<file path="config.mk">
export PLATFORM = sky130hd
export DESIGN_NAME = monitor_status_flags
export DESIGN_NICKNAME = d
export VERILOG_FILES = /design/src/inc/status_flags_pkg.sv /design/src/verilog/monitor_status_flags.sv /design/src/verilog/sticky_flags.sv /design/src/verilog/shutdown_timer.sv
export SDC_FILE = /design/constraint.sdc
export NUM_CORES = 1
export LEC_CHECK = 0
export BUFFER_PORTS_ARGS = -buffer_cell sky130_fd_sc_hd__buf_2
export CAP_MARGIN = 25
export CORE_AREA = 2 2 150 152
export DETAILED_ROUTE_END_ITERATION = 10
export DIE_AREA = 0 0 152 154
export HOLD_SLACK_MARGIN = 0.15
export PLACE_DENSITY = 0.71
export SETUP_SLACK_MARGIN = 0.02
export SYNTH_ARGS = -nofsm -noshare
export SYNTH_HDL_FRONTEND = slang
export SYNTH_SLANG_ARGS = --single-unit
export TNS_END_PERCENT = 100
</file>
<file path="constraint.sdc">
create_clock -name sys_clk -period 3.9 [get_ports sys_clk]
set_input_delay 0.39 -clock sys_clk [delete_from_list [all_inputs] [get_ports sys_clk]]
set_output_delay 0.39 -clock sys_clk [all_outputs]
set_load 0.01 [all_outputs]
</file>
<file path="src/inc/status_flags_pkg.sv">
package status_flags_pkg;
    localparam int ADDR_W = 10;
    localparam int REG_W = 8;
    localparam logic [7:0] IDX_STATUS_ONE = 8'h41;
    localparam logic [7:0] IDX_STATUS_TWO = 8'h42;
    localparam logic [7:0] IDX_PIN_CTRL = 8'h43;
    localparam logic [7:0] IDX_TIMER_LIMIT = 8'h7A;
    // Channel order in the reading and limit arrays
    localparam int CH_CORE = 0;
    localparam int CH_SUPPLY = 1;
    localparam int CH_REMOTE_ONE = 2;
    localparam int CH_LOCAL = 3;
    localparam int CH_REMOTE_TWO = 4;
    // Status one fields
    localparam int BIT_CORE = 1;
    localparam int BIT_SUPPLY = 2;
    localparam int BIT_REMOTE_ONE = 4;
    localparam int BIT_LOCAL = 5;
    localparam int BIT_REMOTE_TWO = 6;
    localparam int BIT_SUMMARY = 7;
    localparam logic [7:0] STATUS_ONE_USED = 8'h76;
    // Status two fields
    localparam int BIT_LATCH = 0;
    localparam int BIT_OVERTEMP = 1;
    localparam int BIT_FAN_FIRST = 2;
    localparam int BIT_SHARED = 5;
    localparam int BIT_DIODE1 = 6;
    localparam int BIT_DIODE2 = 7;
    localparam logic [7:0] STATUS_RESET = 8'h00;
    localparam logic [7:0] TIMER_LIMIT_RESET = 8'h00;
    localparam logic [15:0] TACH_LIMIT_OFF_LO = 16'h0000;
    localparam logic [15:0] TACH_LIMIT_OFF_HI = 16'hFFFF;
    // Timer step: one limit count per step of assertion time
    localparam int CLK_PERIOD_NS = 50;
    localparam int TIMER_STEP_NS = 1000;
    localparam int TIMER_STEP_CYCLES = (TIMER_STEP_NS + CLK_PERIOD_NS - 1) / CLK_PERIOD_NS;

    typedef enum logic [1:0] {
        PIN_FAN4 = 2'b00,
        PIN_GPIO = 2'b01,
        PIN_TIMER = 2'b10
    } pin_mode_e;

    typedef struct packed {
        logic [4:0][7:0] reading;
        logic [4:0][7:0] low_limit;
        logic [4:0][7:0] high_limit;
        logic [2:0][7:0] shutdown_limit;
        logic [2:0][7:0] hysteresis;
        logic [3:0][15:0] fan_period;
        logic [3:0][15:0] fan_minimum;
        logic [2:0] fan_drive_on;
        logic [1:0] diode_fault;
        logic remote_two_latch;
    } monitor_in_s;

    typedef struct packed {
        logic wait_req;
        logic [31:0] rdata;
        pin_mode_e pin_mode;
        logic [7:0] timer_limit;
        logic gpio;
        logic gpio_oe;
    } main_state_s;

    typedef struct packed {
        logic [REG_W-1:0] flags;
    } flag_state_s;

    typedef struct packed {
        logic [15:0] pre;
        logic [8:0] acc;
        logic over;
    } timer_state_s;

    localparam main_state_s MAIN_RESET = '{wait_req: 1'b1, rdata: 32'h0000_0000, pin_mode: PIN_FAN4,
        timer_limit: TIMER_LIMIT_RESET, gpio: 1'b0, gpio_oe: 1'b0};
    localparam flag_state_s FLAG_RESET = '{flags: STATUS_RESET};
    localparam timer_state_s TIMER_RESET = '{pre: 16'h0000, acc: 9'h000, over: 1'b0};

    function automatic logic limit_hit(input logic [7:0] v, input logic [7:0] lo, input logic [7:0] hi);
        limit_hit = (v > hi) || (v <= lo);
    endfunction

    function automatic logic fan_slow(input logic [15:0] period, input logic [15:0] minimum);
        fan_slow = (minimum != TACH_LIMIT_OFF_LO) && (minimum != TACH_LIMIT_OFF_HI) && (period > minimum);
    endfunction

    function automatic logic above_release(input logic [7:0] t, input logic [7:0] lim, input logic [7:0] hyst);
        above_release = (lim > hyst) ? (t >= lim - hyst) : 1'b1;
    endfunction
endpackage

</file>
<file path="src/verilog/monitor_status_flags.sv">
`timescale 1ns/100ps
module monitor_status_flags #(
    parameter bit LATCH_VARIANT = 1'b1,
    parameter int STEP_CYCLES = status_flags_pkg::TIMER_STEP_CYCLES
) (
    // Clock and reset
    input wire logic sys_clk,
    input wire logic rst,
    // Avalon-MM slave
    input wire logic [status_flags_pkg::ADDR_W-1:0] address,
    input wire logic read,
    input wire logic write,
    input wire logic [31:0] writedata,
    input wire logic [3:0] byteenable,
    output logic [31:0] readdata,
    output logic waitrequest,
    // Measurement and limit inputs
    input wire status_flags_pkg::monitor_in_s mon,
    input wire logic shutdown_signal,
    // Shared pin output side
    output logic gpio_out,
    output logic gpio_oe
);
    import status_flags_pkg::*;

    main_state_s s_reg, s_next;
    logic [4:0] ch_hit;
    logic [3:0] fan_hit;
    logic over_hit;
    logic near_hit;
    logic [7:0] ev1;
    logic [7:0] ev2;
    logic [7:0] still2;
    logic [7:0] flags1;
    logic [7:0] flags2;
    logic [7:0] view1;
    logic [7:0] view2;
    logic [7:0] sum_mask;
    logic [7:0] idx;
    logic accept;
    logic rd_acc;
    logic wr_acc;
    logic clr1;
    logic clr2;
    logic restart;
    logic timer_over;
    logic summary;

    // Bus handshake: a request answers one cycle after it is seen
    assign idx = address[ADDR_W-1:2];
    assign accept = !s_reg.wait_req;
    assign rd_acc = read && accept;
    assign wr_acc = write && accept;
    assign clr1 = rd_acc && (idx == IDX_STATUS_ONE);
    assign clr2 = rd_acc && (idx == IDX_STATUS_TWO);

    // Limit comparisons
    always_comb begin
        for (int i = 0; i < 5; i++) begin
            ch_hit[i] = limit_hit(mon.reading[i], mon.low_limit[i], mon.high_limit[i]);
        end
        for (int i = 0; i < 4; i++) begin
            fan_hit[i] = fan_slow(mon.fan_period[i], mon.fan_minimum[i]);
        end
        over_hit = 1'b0;
        near_hit = 1'b0;
        for (int i = 0; i < 3; i++) begin
            over_hit = over_hit | (mon.reading[CH_REMOTE_ONE + i] > mon.shutdown_limit[i]);
            near_hit = near_hit | above_release(mon.reading[CH_REMOTE_ONE + i], mon.shutdown_limit[i],
                mon.hysteresis[i]);
        end
    end

    // Status one events
    always_comb begin
        ev1 = STATUS_RESET;
        ev1[BIT_CORE] = ch_hit[CH_CORE];
        ev1[BIT_SUPPLY] = ch_hit[CH_SUPPLY];
        ev1[BIT_REMOTE_ONE] = ch_hit[CH_REMOTE_ONE];
        ev1[BIT_LOCAL] = ch_hit[CH_LOCAL];
        ev1[BIT_REMOTE_TWO] = ch_hit[CH_REMOTE_TWO];
    end

    // Status two events and present conditions
    always_comb begin
        ev2 = STATUS_RESET;
        ev2[BIT_LATCH] = LATCH_VARIANT && mon.remote_two_latch;
        ev2[BIT_OVERTEMP] = over_hit;
        for (int i = 0; i < 3; i++) begin
            ev2[BIT_FAN_FIRST + i] = fan_hit[i] && mon.fan_drive_on[i];
        end
        case (s_reg.pin_mode)
            PIN_FAN4: ev2[BIT_SHARED] = fan_hit[3] && mon.fan_drive_on[2];
            PIN_TIMER: ev2[BIT_SHARED] = timer_over;
            default: ev2[BIT_SHARED] = 1'b0;
        endcase
        ev2[BIT_DIODE1] = mon.diode_fault[0];
        ev2[BIT_DIODE2] = mon.diode_fault[1];
        still2 = ev2;
        still2[BIT_OVERTEMP] = near_hit;
        // Timer flag clears on a status two read; the count restarts with it
        if (s_reg.pin_mode == PIN_TIMER) begin
            still2[BIT_SHARED] = 1'b0;
        end
    end

    assign restart = (s_reg.pin_mode != PIN_TIMER) || clr2;

    sticky_flags u_flags_one (
        .sys_clk(sys_clk),
        .rst(rst),
        .event_hit(ev1),
        .still_hit(ev1),
        .rd_clear(clr1),
        .flags(flags1)
    );

    sticky_flags u_flags_two (
        .sys_clk(sys_clk),
        .rst(rst),
        .event_hit(ev2),
        .still_hit(still2),
        .rd_clear(clr2),
        .flags(flags2)
    );

    shutdown_timer #(
        .STEP_CYCLES(STEP_CYCLES)
    ) u_timer (
        .sys_clk(sys_clk),
        .rst(rst),
        .active(shutdown_signal),
        .restart(restart),
        .limit(s_reg.timer_limit),
        .over(timer_over)
    );

    // Register views
    always_comb begin
        view2 = flags2;
        sum_mask = 8'hFF;
        if (s_reg.pin_mode == PIN_GPIO) begin
            view2[BIT_SHARED] = s_reg.gpio;
            sum_mask[BIT_SHARED] = 1'b0;
        end
        summary = |(flags2 & sum_mask);
        view1 = flags1 & STATUS_ONE_USED;
        view1[BIT_SUMMARY] = summary;
    end

    // Register file and handshake
    always_comb begin
        s_next = s_reg;
        s_next.wait_req = 1'b1;
        if ((read || write) && s_reg.wait_req) begin
            s_next.wait_req = 1'b0;
            s_next.rdata = 32'h0000_0000;
            if (read) begin
                case (idx)
                    IDX_STATUS_ONE: s_next.rdata[7:0] = view1;
                    IDX_STATUS_TWO: s_next.rdata[7:0] = view2;
                    IDX_PIN_CTRL: s_next.rdata[1:0] = s_reg.pin_mode;
                    IDX_TIMER_LIMIT: s_next.rdata[7:0] = s_reg.timer_limit;
                    default: s_next.rdata = 32'h0000_0000;
                endcase
            end
        end
        if (wr_acc && byteenable[0]) begin
            case (idx)
                IDX_STATUS_TWO: begin
                    if (s_reg.pin_mode == PIN_GPIO) begin
                        s_next.gpio = writedata[BIT_SHARED];
                    end
                end
                IDX_PIN_CTRL: begin
                    case (writedata[1:0])
                        2'b01: s_next.pin_mode = PIN_GPIO;
                        2'b10: s_next.pin_mode = PIN_TIMER;
                        default: s_next.pin_mode = PIN_FAN4;
                    endcase
                end
                IDX_TIMER_LIMIT: s_next.timer_limit = writedata[7:0];
                default: s_next.gpio = s_reg.gpio;
            endcase
        end
        s_next.gpio_oe = (s_next.pin_mode == PIN_GPIO);
    end

    always_ff @(posedge sys_clk or posedge rst) begin
        if (rst) begin
            s_reg <= MAIN_RESET;
        end else begin
            s_reg <= s_next;
        end
    end

    assign readdata = s_reg.rdata;
    assign waitrequest = s_reg.wait_req;
    assign gpio_out = s_reg.gpio;
    assign gpio_oe = s_reg.gpio_oe;
endmodule

</file>
<file path="src/verilog/sticky_flags.sv">
`timescale 1ns/100ps
module sticky_flags (
    // Clock and reset
    input wire logic sys_clk,
    input wire logic rst,
    // Conditions
    input wire logic [status_flags_pkg::REG_W-1:0] event_hit,
    input wire logic [status_flags_pkg::REG_W-1:0] still_hit,
    input wire logic rd_clear,
    // Held flags
    output logic [status_flags_pkg::REG_W-1:0] flags
);
    import status_flags_pkg::*;
    flag_state_s s_reg, s_next;

    always_comb begin
        s_next = s_reg;
        // Set wins over a clearing read
        if (rd_clear) begin
            s_next.flags = (s_reg.flags & still_hit) | event_hit;
        end else begin
            s_next.flags = s_reg.flags | event_hit;
        end
    end

    always_ff @(posedge sys_clk or posedge rst) begin
        if (rst) begin
            s_reg <= FLAG_RESET;
        end else begin
            s_reg <= s_next;
        end
    end

    assign flags = s_reg.flags;
endmodule

</file>
<file path="src/verilog/shutdown_timer.sv">
`timescale 1ns/100ps
module shutdown_timer #(
    parameter int STEP_CYCLES = status_flags_pkg::TIMER_STEP_CYCLES
) (
    // Clock and reset
    input wire logic sys_clk,
    input wire logic rst,
    // Control
    input wire logic active,
    input wire logic restart,
    input wire logic [7:0] limit,
    // Result
    output logic over
);
    import status_flags_pkg::*;
    localparam logic [15:0] STEP_LAST = 16'(STEP_CYCLES - 1);
    timer_state_s s_reg, s_next;

    always_comb begin
        s_next = s_reg;
        if (restart) begin
            s_next = TIMER_RESET;
        end else if (active) begin
            if (s_reg.pre >= STEP_LAST) begin
                s_next.pre = 16'h0000;
                if (s_reg.acc != 9'h1FF) begin
                    s_next.acc = s_reg.acc + 9'h001;
                end
            end else begin
                s_next.pre = s_reg.pre + 16'h0001;
            end
        end
        s_next.over = !restart && (s_next.acc > {1'b0, limit});
    end

    always_ff @(posedge sys_clk or posedge rst) begin
        if (rst) begin
            s_reg <= TIMER_RESET;
        end else begin
            s_reg <= s_next;
        end
    end

    assign over = s_reg.over;
endmodule

</file>
---- Word-level counts from Yosys, hierarchy flattened ----
Index checks and enable logic that the tools add are counted.
word-level totals
  logic and storage cells ................. 128
  register bits after elaboration ......... 87
operators by class
  muxes and demuxes ....................... 24
  bitwise logic cells ..................... 11
  reduce and logical (&&, ||, !) cells .... 37
  equal/unequal tests ..................... 15
  $lt $le $gt $ge ......................... 25
  add/subtract/negate cells ............... 5
operator list
  operator                                                                               number
  8-bit greater-than comparator                                                          11
  16-bit greater-than comparator                                                         4
  16-bit != test (second input constant)                                                 4
  16-bit nonzero test                                                                    4
  25-bit two-way mux                                                                     2
  8-bit <= comparator                                                                    5
  33-bit two-way mux                                                                     1
  8-bit by 7-bit equality test with 1-bit output (second input constant)                 4
  8-bit two-way mux                                                                      4
  8-bit greater-or-equal comparator                                                      3
  8-bit subtractor                                                                       3
  1-bit logical AND                                                                      19
  9-bit two-way mux                                                                      2
  6-bit case mux with 3 select lines                                                     1
  16-bit by 1-bit adder with 16-bit output (second input constant)                       1
  8-bit bitwise AND                                                                      2
  16-bit by 5-bit greater-or-equal comparator with 1-bit output (second input constant)  1
  16-bit two-way mux                                                                     1
  8-bit by 7-bit OR with 8-bit output                                                    2
  8-bit OR                                                                               2
  11-bit two-way mux                                                                     1
  9-bit by 1-bit adder with 9-bit output (second input constant)                         1
  9-bit by 8-bit greater-than comparator with 1-bit output                               1
  9-bit != test (second input constant)                                                  1
  17 further kinds                                                                       37

---- Depth between registers and ports, before layout ----
Gate-level depths: netlist of run 1.
  depth after elaboration ................. 9
  depth in mapped cells ................... 17
  depth with buffers taken out ............ 17

---- Hierarchy ----
A second synthesis of run 1 with hierarchy kept.
unflattened totals
  cells, all modules ...................... 1,162
  area, all modules ....................... 9,370.2 um^2
by module, submodules not included
  module                cells each  area an instance (um^2)  times used
  monitor_status_flags  972         7,300.8                  1
  shutdown_timer        140         1,441.4                  1
  sticky_flags          25          314.1                    2

---- Least setup slack after synthesis of run 1 ----
No wires, ideal clock.
  kind .................................... in2reg
  start ................................... in mon[151] in the netlist's numbering
  end ..................................... reg u_flags_two.s_reg (netlist bit u_flags_two.flags[1])
  arrival time ............................ 3.254 ns
  cell stages on the path ................. 15
  setup time .............................. 0.124 ns
  slack ................................... 0.522 ns
  required time ........................... 3.776 ns
  buffers on the path ..................... 0
  cell sequence ........................... inv_1 > ha_1 > nor2b_1 > o21ai_0 > a21boi_0 > o21a_1 > o41a_1 > xnor2_1 > ha_1 > or3_1 > nor4_1 > o221a_2 > nand4b_1 > a2111o_1 > a211o_1
RTL lines
  item                    line                        RTL
  start: declaration      monitor_status_flags.sv:18  input wire status_flags_pkg::monitor_in_s mon,
  end signal: assignment  sticky_flags.sv:30          s_reg <= s_next;
  end: declaration        sticky_flags.sv:14          flag_state_s s_reg, s_next;

==> summary.txt, run 1 <==
Clock power frac: 32.9%
Yosys cell types: 65
CP max stage delay: 0.33 ns
most frequent cells in the layout: 334 x buf_2, 226 x ha_1, 218 x inv_1
initial antenna violation count: 3
drt first pass iters: 4
clock sinks: 60
Starting Density: 41.5%
Port Buffers: 334
DR DRC count: 0
YS warnings: 0
Worst Path Required: 4.12 ns
Via density: 5.18
EDFF count, synth: 0
DP HPWL: 22800 µm
reg2reg path depth: 13
WL/cell: 14.8 µm
VDD IR max: 0.000147 V
overall routing resource usage: 22.0%
min Tclk post-route: 3.44 ns
register area share after synthesis: 16.7%
CP Cell Sequence: buf_2 > inv_1 > ha_1 > nor2b_1 > o21ai_0 > a21boi_0 > o21a_1 > o41a_1 > xnor2_1 > ha_1 > or3_1 > nor4_1 > o221a_2 > nand4b_1 > a2111o_1 > a211o_1
max reg flops: 25
Pwr Density: 208 mW/mm²
post-cts resize count: 0
outcome: complete, no violations
Final #Nets: 2047
first-pass GRT wire length: 42800 µm
reg-to-reg endpoint: u_timer.over
Mapped Cells: 1127
R2R setup slack: 0.82 ns
layout cells sized above 1: 25.0%
grt ovf: 0
RSZ-0062 raised after global routing: no
cell mode on critical path: ha_1
final setup TNS: 0 ns
worst-path maximum fanout: 2
Crit Path Category: in2reg
Routed Antenna Nets: 0
Hold Fails Final Rpt: 0
CP endpoint: u_flags_two.flags[1]
die width: 152 µm
initial detailed-routing violation count: 369
area growth from synthesis to layout: 24.6%
Leak: 6.47 nW
die area: 0.0234 mm²
hold crit path type: in2reg
CP Data Arrival Time: 3.66 ns
RePlAce Congestion: 0.931
Worst slew margin: 47.9%
Post-Route Utilization: 51.7%
cts bufs inserted: 9
Slew @ Worst Pin: 0.779 ns
row count: 54
Logic pwr share: 40.0%
met3 Use GR: 4.26%
gr busiest metal: met2
Final setup viols: 0
Critical Path Start Type: input port
CP Launch Point: mon[151]
Ports: 388
CTS HTree Levels: 3
Fill cells: 2145
clock skew: 0.00557 ns
vias in the first global route: 9163
core area: 0.0217 mm²
asr flop ratio synth: 100%
Hold Startpoint: mon[2]
Worst R2R Start: u_timer.s_reg[10]
CTS tree: done
Worst-path clk slew: 0.05 ns
later-pin clock latency in the skew report: 0.33 ns
Post-Syn Area per Cell: 7.99 µm²
Sw Ratio: 33.1%
via count: 9076
Die Height: 154 µm
clk buf depth: 2
net switching power: 773 µW
post-synthesis instance area: 0.00900 mm²
CTS root buffer: clkbuf_16
Max Cap Viol: 0
slowest CP cell: o41a_1
largest net degree at the start of global routing: 48
GRT met1 Usage: 28.6%
max-slew violation count: 0
most common cell after layout, fill and taps aside: buf_2
Synth Flop Type: dfrtp_1
final critical-path share of the clock period: 88.2%
number of synthesized register bits: 60
met2 global-route usage: 37.8%
Seq pwr share: 27.2%
Crit. End Element: register
max frequency: 291 MHz
cell internal pwr: 1.56 mW
Total Wirelength: 25900 µm
power groups by stage:
| stage | Combinational (mW) | Sequential, mW | Clock (mW) |
|---|---|---|---|
| 2_1_floorplan | 0.580 | 0.643 | 0 |
| 3_3_place_gp | 0.895 | 0.643 | 0 |
| 3_5_place_dp | 0.922 | 0.643 | 0 |
| 4_1_cts | 0.930 | 0.633 | 0.788 |
| 5_1_grt | 1.07 | 0.633 | 0.814 |
| 6_report | 0.931 | 0.633 | 0.767 |
stage by stage:
stage	cells	instance area [µm²]	total power [mW]	setup WS, ns	hold WS (ns)
final	1751	11200	2.33	0.460	0.243
after global routing	1750	11200	2.52	0.258	0.243
after CTS	1748	11200	2.35	0.527	0.234
after detailed placement	1732	10900	1.57	0.162	0.473
after global placement	1732	10900	1.54	0.237	0.464
after floorplan	1150	9090	1.22	0.522	0.445
critical path: cells and delay by family:
family / cells / cell delay [ns]
AO/OA/AOI/OAI: 7 / 1.72
XOR/XNOR: 1 / 0.15
adder cells (fa/ha/maj): 2 / 0.49
buffers and inverters: 2 / 0.13
AND/OR/NAND/NOR: 4 / 0.77
cell families after synthesis:
| family | after synthesis | synth area share [%] |
|---|---|---|
| compound gates | 254 | 18.0 |
| other cells | 1 | 0.0417 |
| simple gates | 296 | 18.1 |
| xor+xnor | 24 | 2.34 |
| buf+inv | 258 | 12.1 |
| mux | 5 | 0.598 |
| flops | 60 | 16.7 |
| fa+ha+maj | 229 | 32.1 |
how the worst min path moves through the flow:
stage / cells after the start / slack [ns] / end
floorplan: 1 / 0.45 / u_timer.s_reg[14]
global placement: 1 / 0.46 / u_timer.s_reg[14]
detailed placement: 1 / 0.47 / u_timer.s_reg[21]
CTS: 2 / 0.23 / u_flags_two.flags[7]
global route: 2 / 0.24 / u_flags_two.flags[7]
finish: 2 / 0.24 / u_flags_two.flags[7]
area by class of cell:
type                    instances  area, µm²  area share [%]
diodes                          1       2.50          0.0223
flip-flops and latches         60       1500            13.4
repair buffers                343       1750            15.6
clock buffers                  10        229            2.04
multi-input cells             832       6500            57.9
inverters                     219        822            7.33
clock inverters                 6       55.1           0.491
well taps                     280        350            3.12
cell usage after synthesis, drive strengths merged, types with 15 or more instances:
library cell | instances | share of area [%]
nor2b | 25 | 1.7
nand4 | 66 | 4.6
nor4 | 24 | 1.7
a21oi | 64 | 3.6
buf | 34 | 2.8
nand2 | 48 | 2.0
inv | 219 | 9.1
a21o | 40 | 3.3
dfrtp | 59 | 16
nand3 | 23 | 1.3
o21ai | 62 | 3.4
nor2 | 39 | 1.6
ha | 226 | 31
o21a | 19 | 1.6
nor3 | 15 | 0.83
repair_timing:
item,in CTS,in global routing
endpoints found under the hold margin,0,16
hold buffers,0,1
setup buffers,0,0
per-layer routing:
metal | routed length (µm) | part of all wire (%)
met5 | 13 | 0.050
met3 | 1600 | 6.2
met4 | 386 | 1.5
met1 | 11700 | 45
met2 | 12200 | 47
Power figures use the tool's default switching activity.
==> run 2: changes to the inputs <==
--- a/config.mk
+++ b/config.mk
@@ -11,7 +11,7 @@
 export DETAILED_ROUTE_END_ITERATION = 10
 export DIE_AREA = 0 0 152 154
 export HOLD_SLACK_MARGIN = 0.15
-export PLACE_DENSITY = 0.71
+export PLACE_DENSITY = 0.68
 export SETUP_SLACK_MARGIN = 0.02
 export SYNTH_ARGS = -nofsm -noshare
 export SYNTH_HDL_FRONTEND = slang
==> summary.txt, run 2 (synthesis gave the netlist of run 1 again) <==
initial detailed-routing violation count: 319
first-pass GRT wire length: 42600 µm
Seq pwr share: 27.0%
grt ovf: 0
Power Total: 2.35 mW
register area: 0.00150 mm²
Routed Antenna Nets: 0
drt first pass iters: 5
max-slew violation count: 0
DR DRC count: 0
max frequency: 300 MHz
R2R setup slack: 0.87 ns
outcome: complete, no violations
max reg flops: 25
Final setup viols: 0
RSZ-0062 raised after global routing: no
Sw Ratio: 32.9%
CTS root buffer: clkbuf_16
Worst Path Required: 4.11 ns
Die Height: 154 µm
cell internal pwr: 1.58 mW
DP HPWL: 23200 µm
RePlAce Congestion: 0.930
via count: 8953
slowest CP cell: ha_1
Crit Path Category: in2reg
Max Cap Viol: 0
clock sinks: 60
Worst-path clk slew: 0.05 ns
cts bufs inserted: 9
area of the multi-input gates: 0.00650 mm²
core area: 0.0217 mm²
post-cts resize count: 0
DP Area: 0.0109 mm²
clock skew: 0.00732 ns
overall routing resource usage: 21.9%
Crit. End Element: register
Via density: 5.12
most frequent cells in the layout: 334 x buf_2, 226 x ha_1, 218 x inv_1
VDD IR max: 0.000159 V
Worst R2R Start: u_timer.s_reg[1]
design area: 0.0112 mm²
reg-to-reg endpoint: u_timer.over
Starting Density: 41.5%
die area: 0.0234 mm²
CP Data Arrival Time: 3.54 ns
CTS HTree Levels: 3
largest net degree at the start of global routing: 40
worst-path maximum fanout: 2
hold crit path type: in2async
CP max stage delay: 0.31 ns
clk buf depth: 2
CP Cell Sequence: buf_2 > inv_1 > ha_1 > nor2b_1 > o21ai_0 > a21boi_0 > o21ai_0 > a21boi_0 > xnor2_1 > ha_1 > a22o_1 > nor4_1 > o221a_2 > nand4b_1 > a2111o_1 > a211o_1
Fill cells: 2148
WL/cell: 15.0 µm
Leak: 6.46 nW
Pwr Density: 210 mW/mm²
most common cell after layout, fill and taps aside: buf_2
number of setup buffers added after CTS: 0
Total Wirelength: 26200 µm
CTS Hold Bufs: 0
CTS tree: done
min Tclk post-route: 3.33 ns
Final #Nets: 2045
net switching power: 772 µW
hold_ws: 0.241 ns
later-pin clock latency in the skew report: 0.33 ns
Ports: 388
die width: 152 µm
final setup TNS: 0 ns
reg2reg path depth: 13
Critical Path Start Type: input port
Port Buffers: 334
Worst slew margin: 43.2%
Logic pwr share: 39.4%
Hold Fails Final Rpt: 0
initial antenna violation count: 2
row count: 54
Clock power frac: 33.6%
final critical-path share of the clock period: 85.4%
area growth from synthesis to layout: 24.5%
Slew @ Worst Pin: 0.851 ns
vias in the first global route: 8829
layout cells sized above 1: 25.1%
-- run 2: worst max path at each step --
| stage | from | end | slack [ns] |
|---|---|---|---|
| floorplan | mon[151] | u_flags_two.flags[1] | 0.52 |
| global placement | mon[151] | u_flags_two.flags[1] | 0.22 |
| detailed placement | mon[151] | u_flags_two.flags[1] | 0.19 |
| global route | mon[151] | u_flags_two.flags[1] | 0.32 |
| CTS | mon[151] | u_flags_two.flags[1] | 0.55 |
| finish | mon[143] | u_flags_two.flags[1] | 0.57 |
-- run 2: cell type report --
type                    instances  area share [%]
clock inverters                 6           0.570
clock buffers                  10            2.13
inverters                     219            7.34
flip-flops and latches         60            13.4
well taps                     280            3.13
repair buffers                341            15.4
multi-input cells             832            58.0
diodes                          1          0.0223
-- run 2: metrics by stage --
step	worst slack, ns	util (%)	cells
2_1_floorplan	0.522	-	1150
3_3_place_gp	0.221	50.2	1732
3_5_place_dp	0.185	50.2	1732
4_1_cts	0.554	51.6	1748
5_1_grt	0.322	51.6	1749
6_report	0.569	51.6	1749
-- run 2: per-layer routing --
metal,global-route usage (%),wire length (µm)
met5,0,11
met1,30.1,12500
met3,3.47,1210
met4,3.52,263
met2,36.9,12200
-- run 2: worst max-delay path: cells and delay by family --
family | cells | cell delay, ns
compound gates | 8 | 1.77
xor+xnor | 1 | 0.26
fa+ha+maj | 2 | 0.61
buf+inv | 2 | 0.14
simple gates | 3 | 0.38
-- run 2: power groups by stage --
stage | clock (mW) | sequential [mW] | combinational (mW)
2_1_floorplan | 0 | 0.643 | 0.580
3_3_place_gp | 0 | 0.643 | 0.901
3_5_place_dp | 0 | 0.644 | 0.921
4_1_cts | 0.813 | 0.633 | 0.929
5_1_grt | 0.842 | 0.633 | 1.06
6_report | 0.790 | 0.633 | 0.924
==> run 3: changes to the inputs <==
--- a/config.mk
+++ b/config.mk
@@ -12,6 +12,7 @@
 export DIE_AREA = 0 0 152 154
 export HOLD_SLACK_MARGIN = 0.15
 export PLACE_DENSITY = 0.68
+export REMOVE_ABC_BUFFERS = 1
 export SETUP_SLACK_MARGIN = 0.02
 export SYNTH_ARGS = -nofsm -noshare
 export SYNTH_HDL_FRONTEND = slang
==> summary.txt, run 3 (synthesis gave the netlist of run 1 again) <==
Ports: 388
Slew @ Worst Pin: 0.865 ns
placed cells: 1731
Pwr Density: 217 mW/mm²
final setup margin: 0.511 ns
Crit Path Category: in2reg
CP max stage delay: 0.32 ns
Max Cap Viol: 0
hold crit path type: in2reg
core area: 0.0217 mm²
overall routing resource usage: 21.8%
Worst-path clk slew: 0.05 ns
Routed Antenna Nets: 0
reg-to-reg endpoint: u_timer.over
met2 WL post-DR: 12000 µm
Via density: 5.18
DR DRC count: 0
top layer in use: met5
CTS Hold Bufs: 0
clock sinks: 60
RSZ-0062 raised after global routing: no
Final #Nets: 2044
max reg flops: 25
grt ovf: 0
met3 wire len: 1640 µm
CTS tree: done
RePlAce Congestion: 0.894
min Tclk post-route: 3.39 ns
CTS root buffer: clkbuf_16
initial detailed-routing violation count: 500
Power Total: 2.44 mW
max frequency: 295 MHz
clock skew: 0.00633 ns
Worst Path Required: 4.12 ns
later-pin clock latency in the skew report: 0.33 ns
Leak: 6.48 nW
net switching power: 764 µW
via count: 9057
number of setup buffers added after CTS: 0
Logic pwr share: 37.8%
max-slew violation count: 0
CP Cell Sequence: buf_2 > inv_1 > ha_1 > nor2b_1 > o21ai_0 > a21boi_0 > o21a_1 > o41a_1 > xnor2_1 > ha_1 > or3_1 > nor4_1 > o221a_2 > nand4b_1 > a2111o_1 > a211o_1
Worst R2R Start: u_timer.s_reg[10]
initial antenna violation count: 3
largest net degree at the start of global routing: 40
Starting Density: 41.5%
Sw Ratio: 31.3%
Finished Layout Cells: 1749
R2R setup slack: 0.75 ns
outcome: complete, no violations
CP Launch Point: mon[151]
cell internal pwr: 1.67 mW
Die Height: 154 µm
first-pass GRT wire length: 42200 µm
final critical-path share of the clock period: 86.9%
reg2reg path depth: 13
die area: 0.0234 mm²
Post-Route Utilization: 51.8%
worst-path maximum fanout: 2
WL/cell: 14.8 µm
Hold Fails Final Rpt: 0
slowest CP cell: o41a_1
Fill cells: 2160
drt first pass iters: 5
CP Data Arrival Time: 3.60 ns
cell mode on critical path: ha_1
vias in the first global route: 8944
post-cts resize count: 0
Critical Path Start Type: input port
DP HPWL: 22800 µm
DRT met1 WL: 11700 µm
most frequent cells in the layout: 334 x buf_2, 226 x ha_1, 218 x inv_1
row count: 54
final setup TNS: 0 ns
VDD IR max: 0.000197 V
Seq pwr share: 26.0%
Hold Startpoint: mon[2]
Crit. End Element: register
clk buf depth: 2
area growth from synthesis to layout: 24.8%
Total Wirelength: 25900 µm
Port Buffers: 334
Worst slew margin: 41.9%
most common cell after layout, fill and taps aside: buf_2
layout cells sized above 1: 25.0%
Final setup viols: 0
die width: 152 µm
CP endpoint: u_flags_two.flags[1]
CTS HTree Levels: 3
Clock power frac: 36.2%
Setup WS pre-CTS: 0.178 ns
cts bufs inserted: 9
## run 3: changes by cell type in the layout (fill, tap and decap cells not counted)
cell        previous run  this run
bufinv_16              1         2
diode_2                1         2
buf_4                  7         6
clkbuf_8               1         3
clkinvlp_4             2         0
clkinv_4               1         0
## run 3: how the worst min path moves through the flow
stage	depth (start not counted)	to	slack, ns
floorplan	1	u_timer.s_reg[14]	0.45
global placement	2	readdata[4]	0.46
detailed placement	1	u_flags_two.flags[5]	0.47
CTS	2	u_flags_two.flags[7]	0.23
global route	2	u_flags_two.flags[0]	0.24
finish	2	u_flags_two.flags[7]	0.24
## run 3: critical path: cells and delay by family
family	cells	cell delay, ns
adder cells (fa/ha/maj)	2	0.48
XOR/XNOR	1	0.15
buffers and inverters	2	0.14
AO/OA/AOI/OAI	7	1.68
AND/OR/NAND/NOR	4	0.76
## run 3: per-stage QoR
stage / hold WS (ns) / cell area [µm²]
6_report: 0.240 / 11200
5_1_grt: 0.243 / 11200
4_1_cts: 0.228 / 11200
3_5_place_dp: 0.466 / 10900
3_3_place_gp: 0.458 / 10900
2_1_floorplan: 0.445 / 8820
## run 3: metal layers
layer / track usage [%] / up-vias
li1: - / 4637
met1: 28.2 / 4084
met2: 37.0 / 293
met3: 4.23 / 41
met4: 6.01 / 2
met5: 0 / -
## run 3: layout make-up
type	count	area [µm²]	share of cell area, %
Tap cell	280	350	3.12
Clock buffer	12	267	2.37
Inverter	219	822	7.32
Timing Repair Buffer	340	1720	15.3
Multi-Input combinational cell	832	6500	57.9
Antenna cell	2	5.00	0.0446
Sequential cell	60	1500	13.4
Clock inverter	4	70.1	0.624
## run 3: power groups by stage
stage / clock network (mW) / registers (mW) / logic [mW]
6_report: 0.883 / 0.633 / 0.922
5_1_grt: 0.930 / 0.633 / 1.07
4_1_cts: 0.910 / 0.633 / 0.926
3_5_place_dp: 0 / 0.643 / 0.918
3_3_place_gp: 0 / 0.643 / 0.897
2_1_floorplan: 0 / 0.643 / 0.561
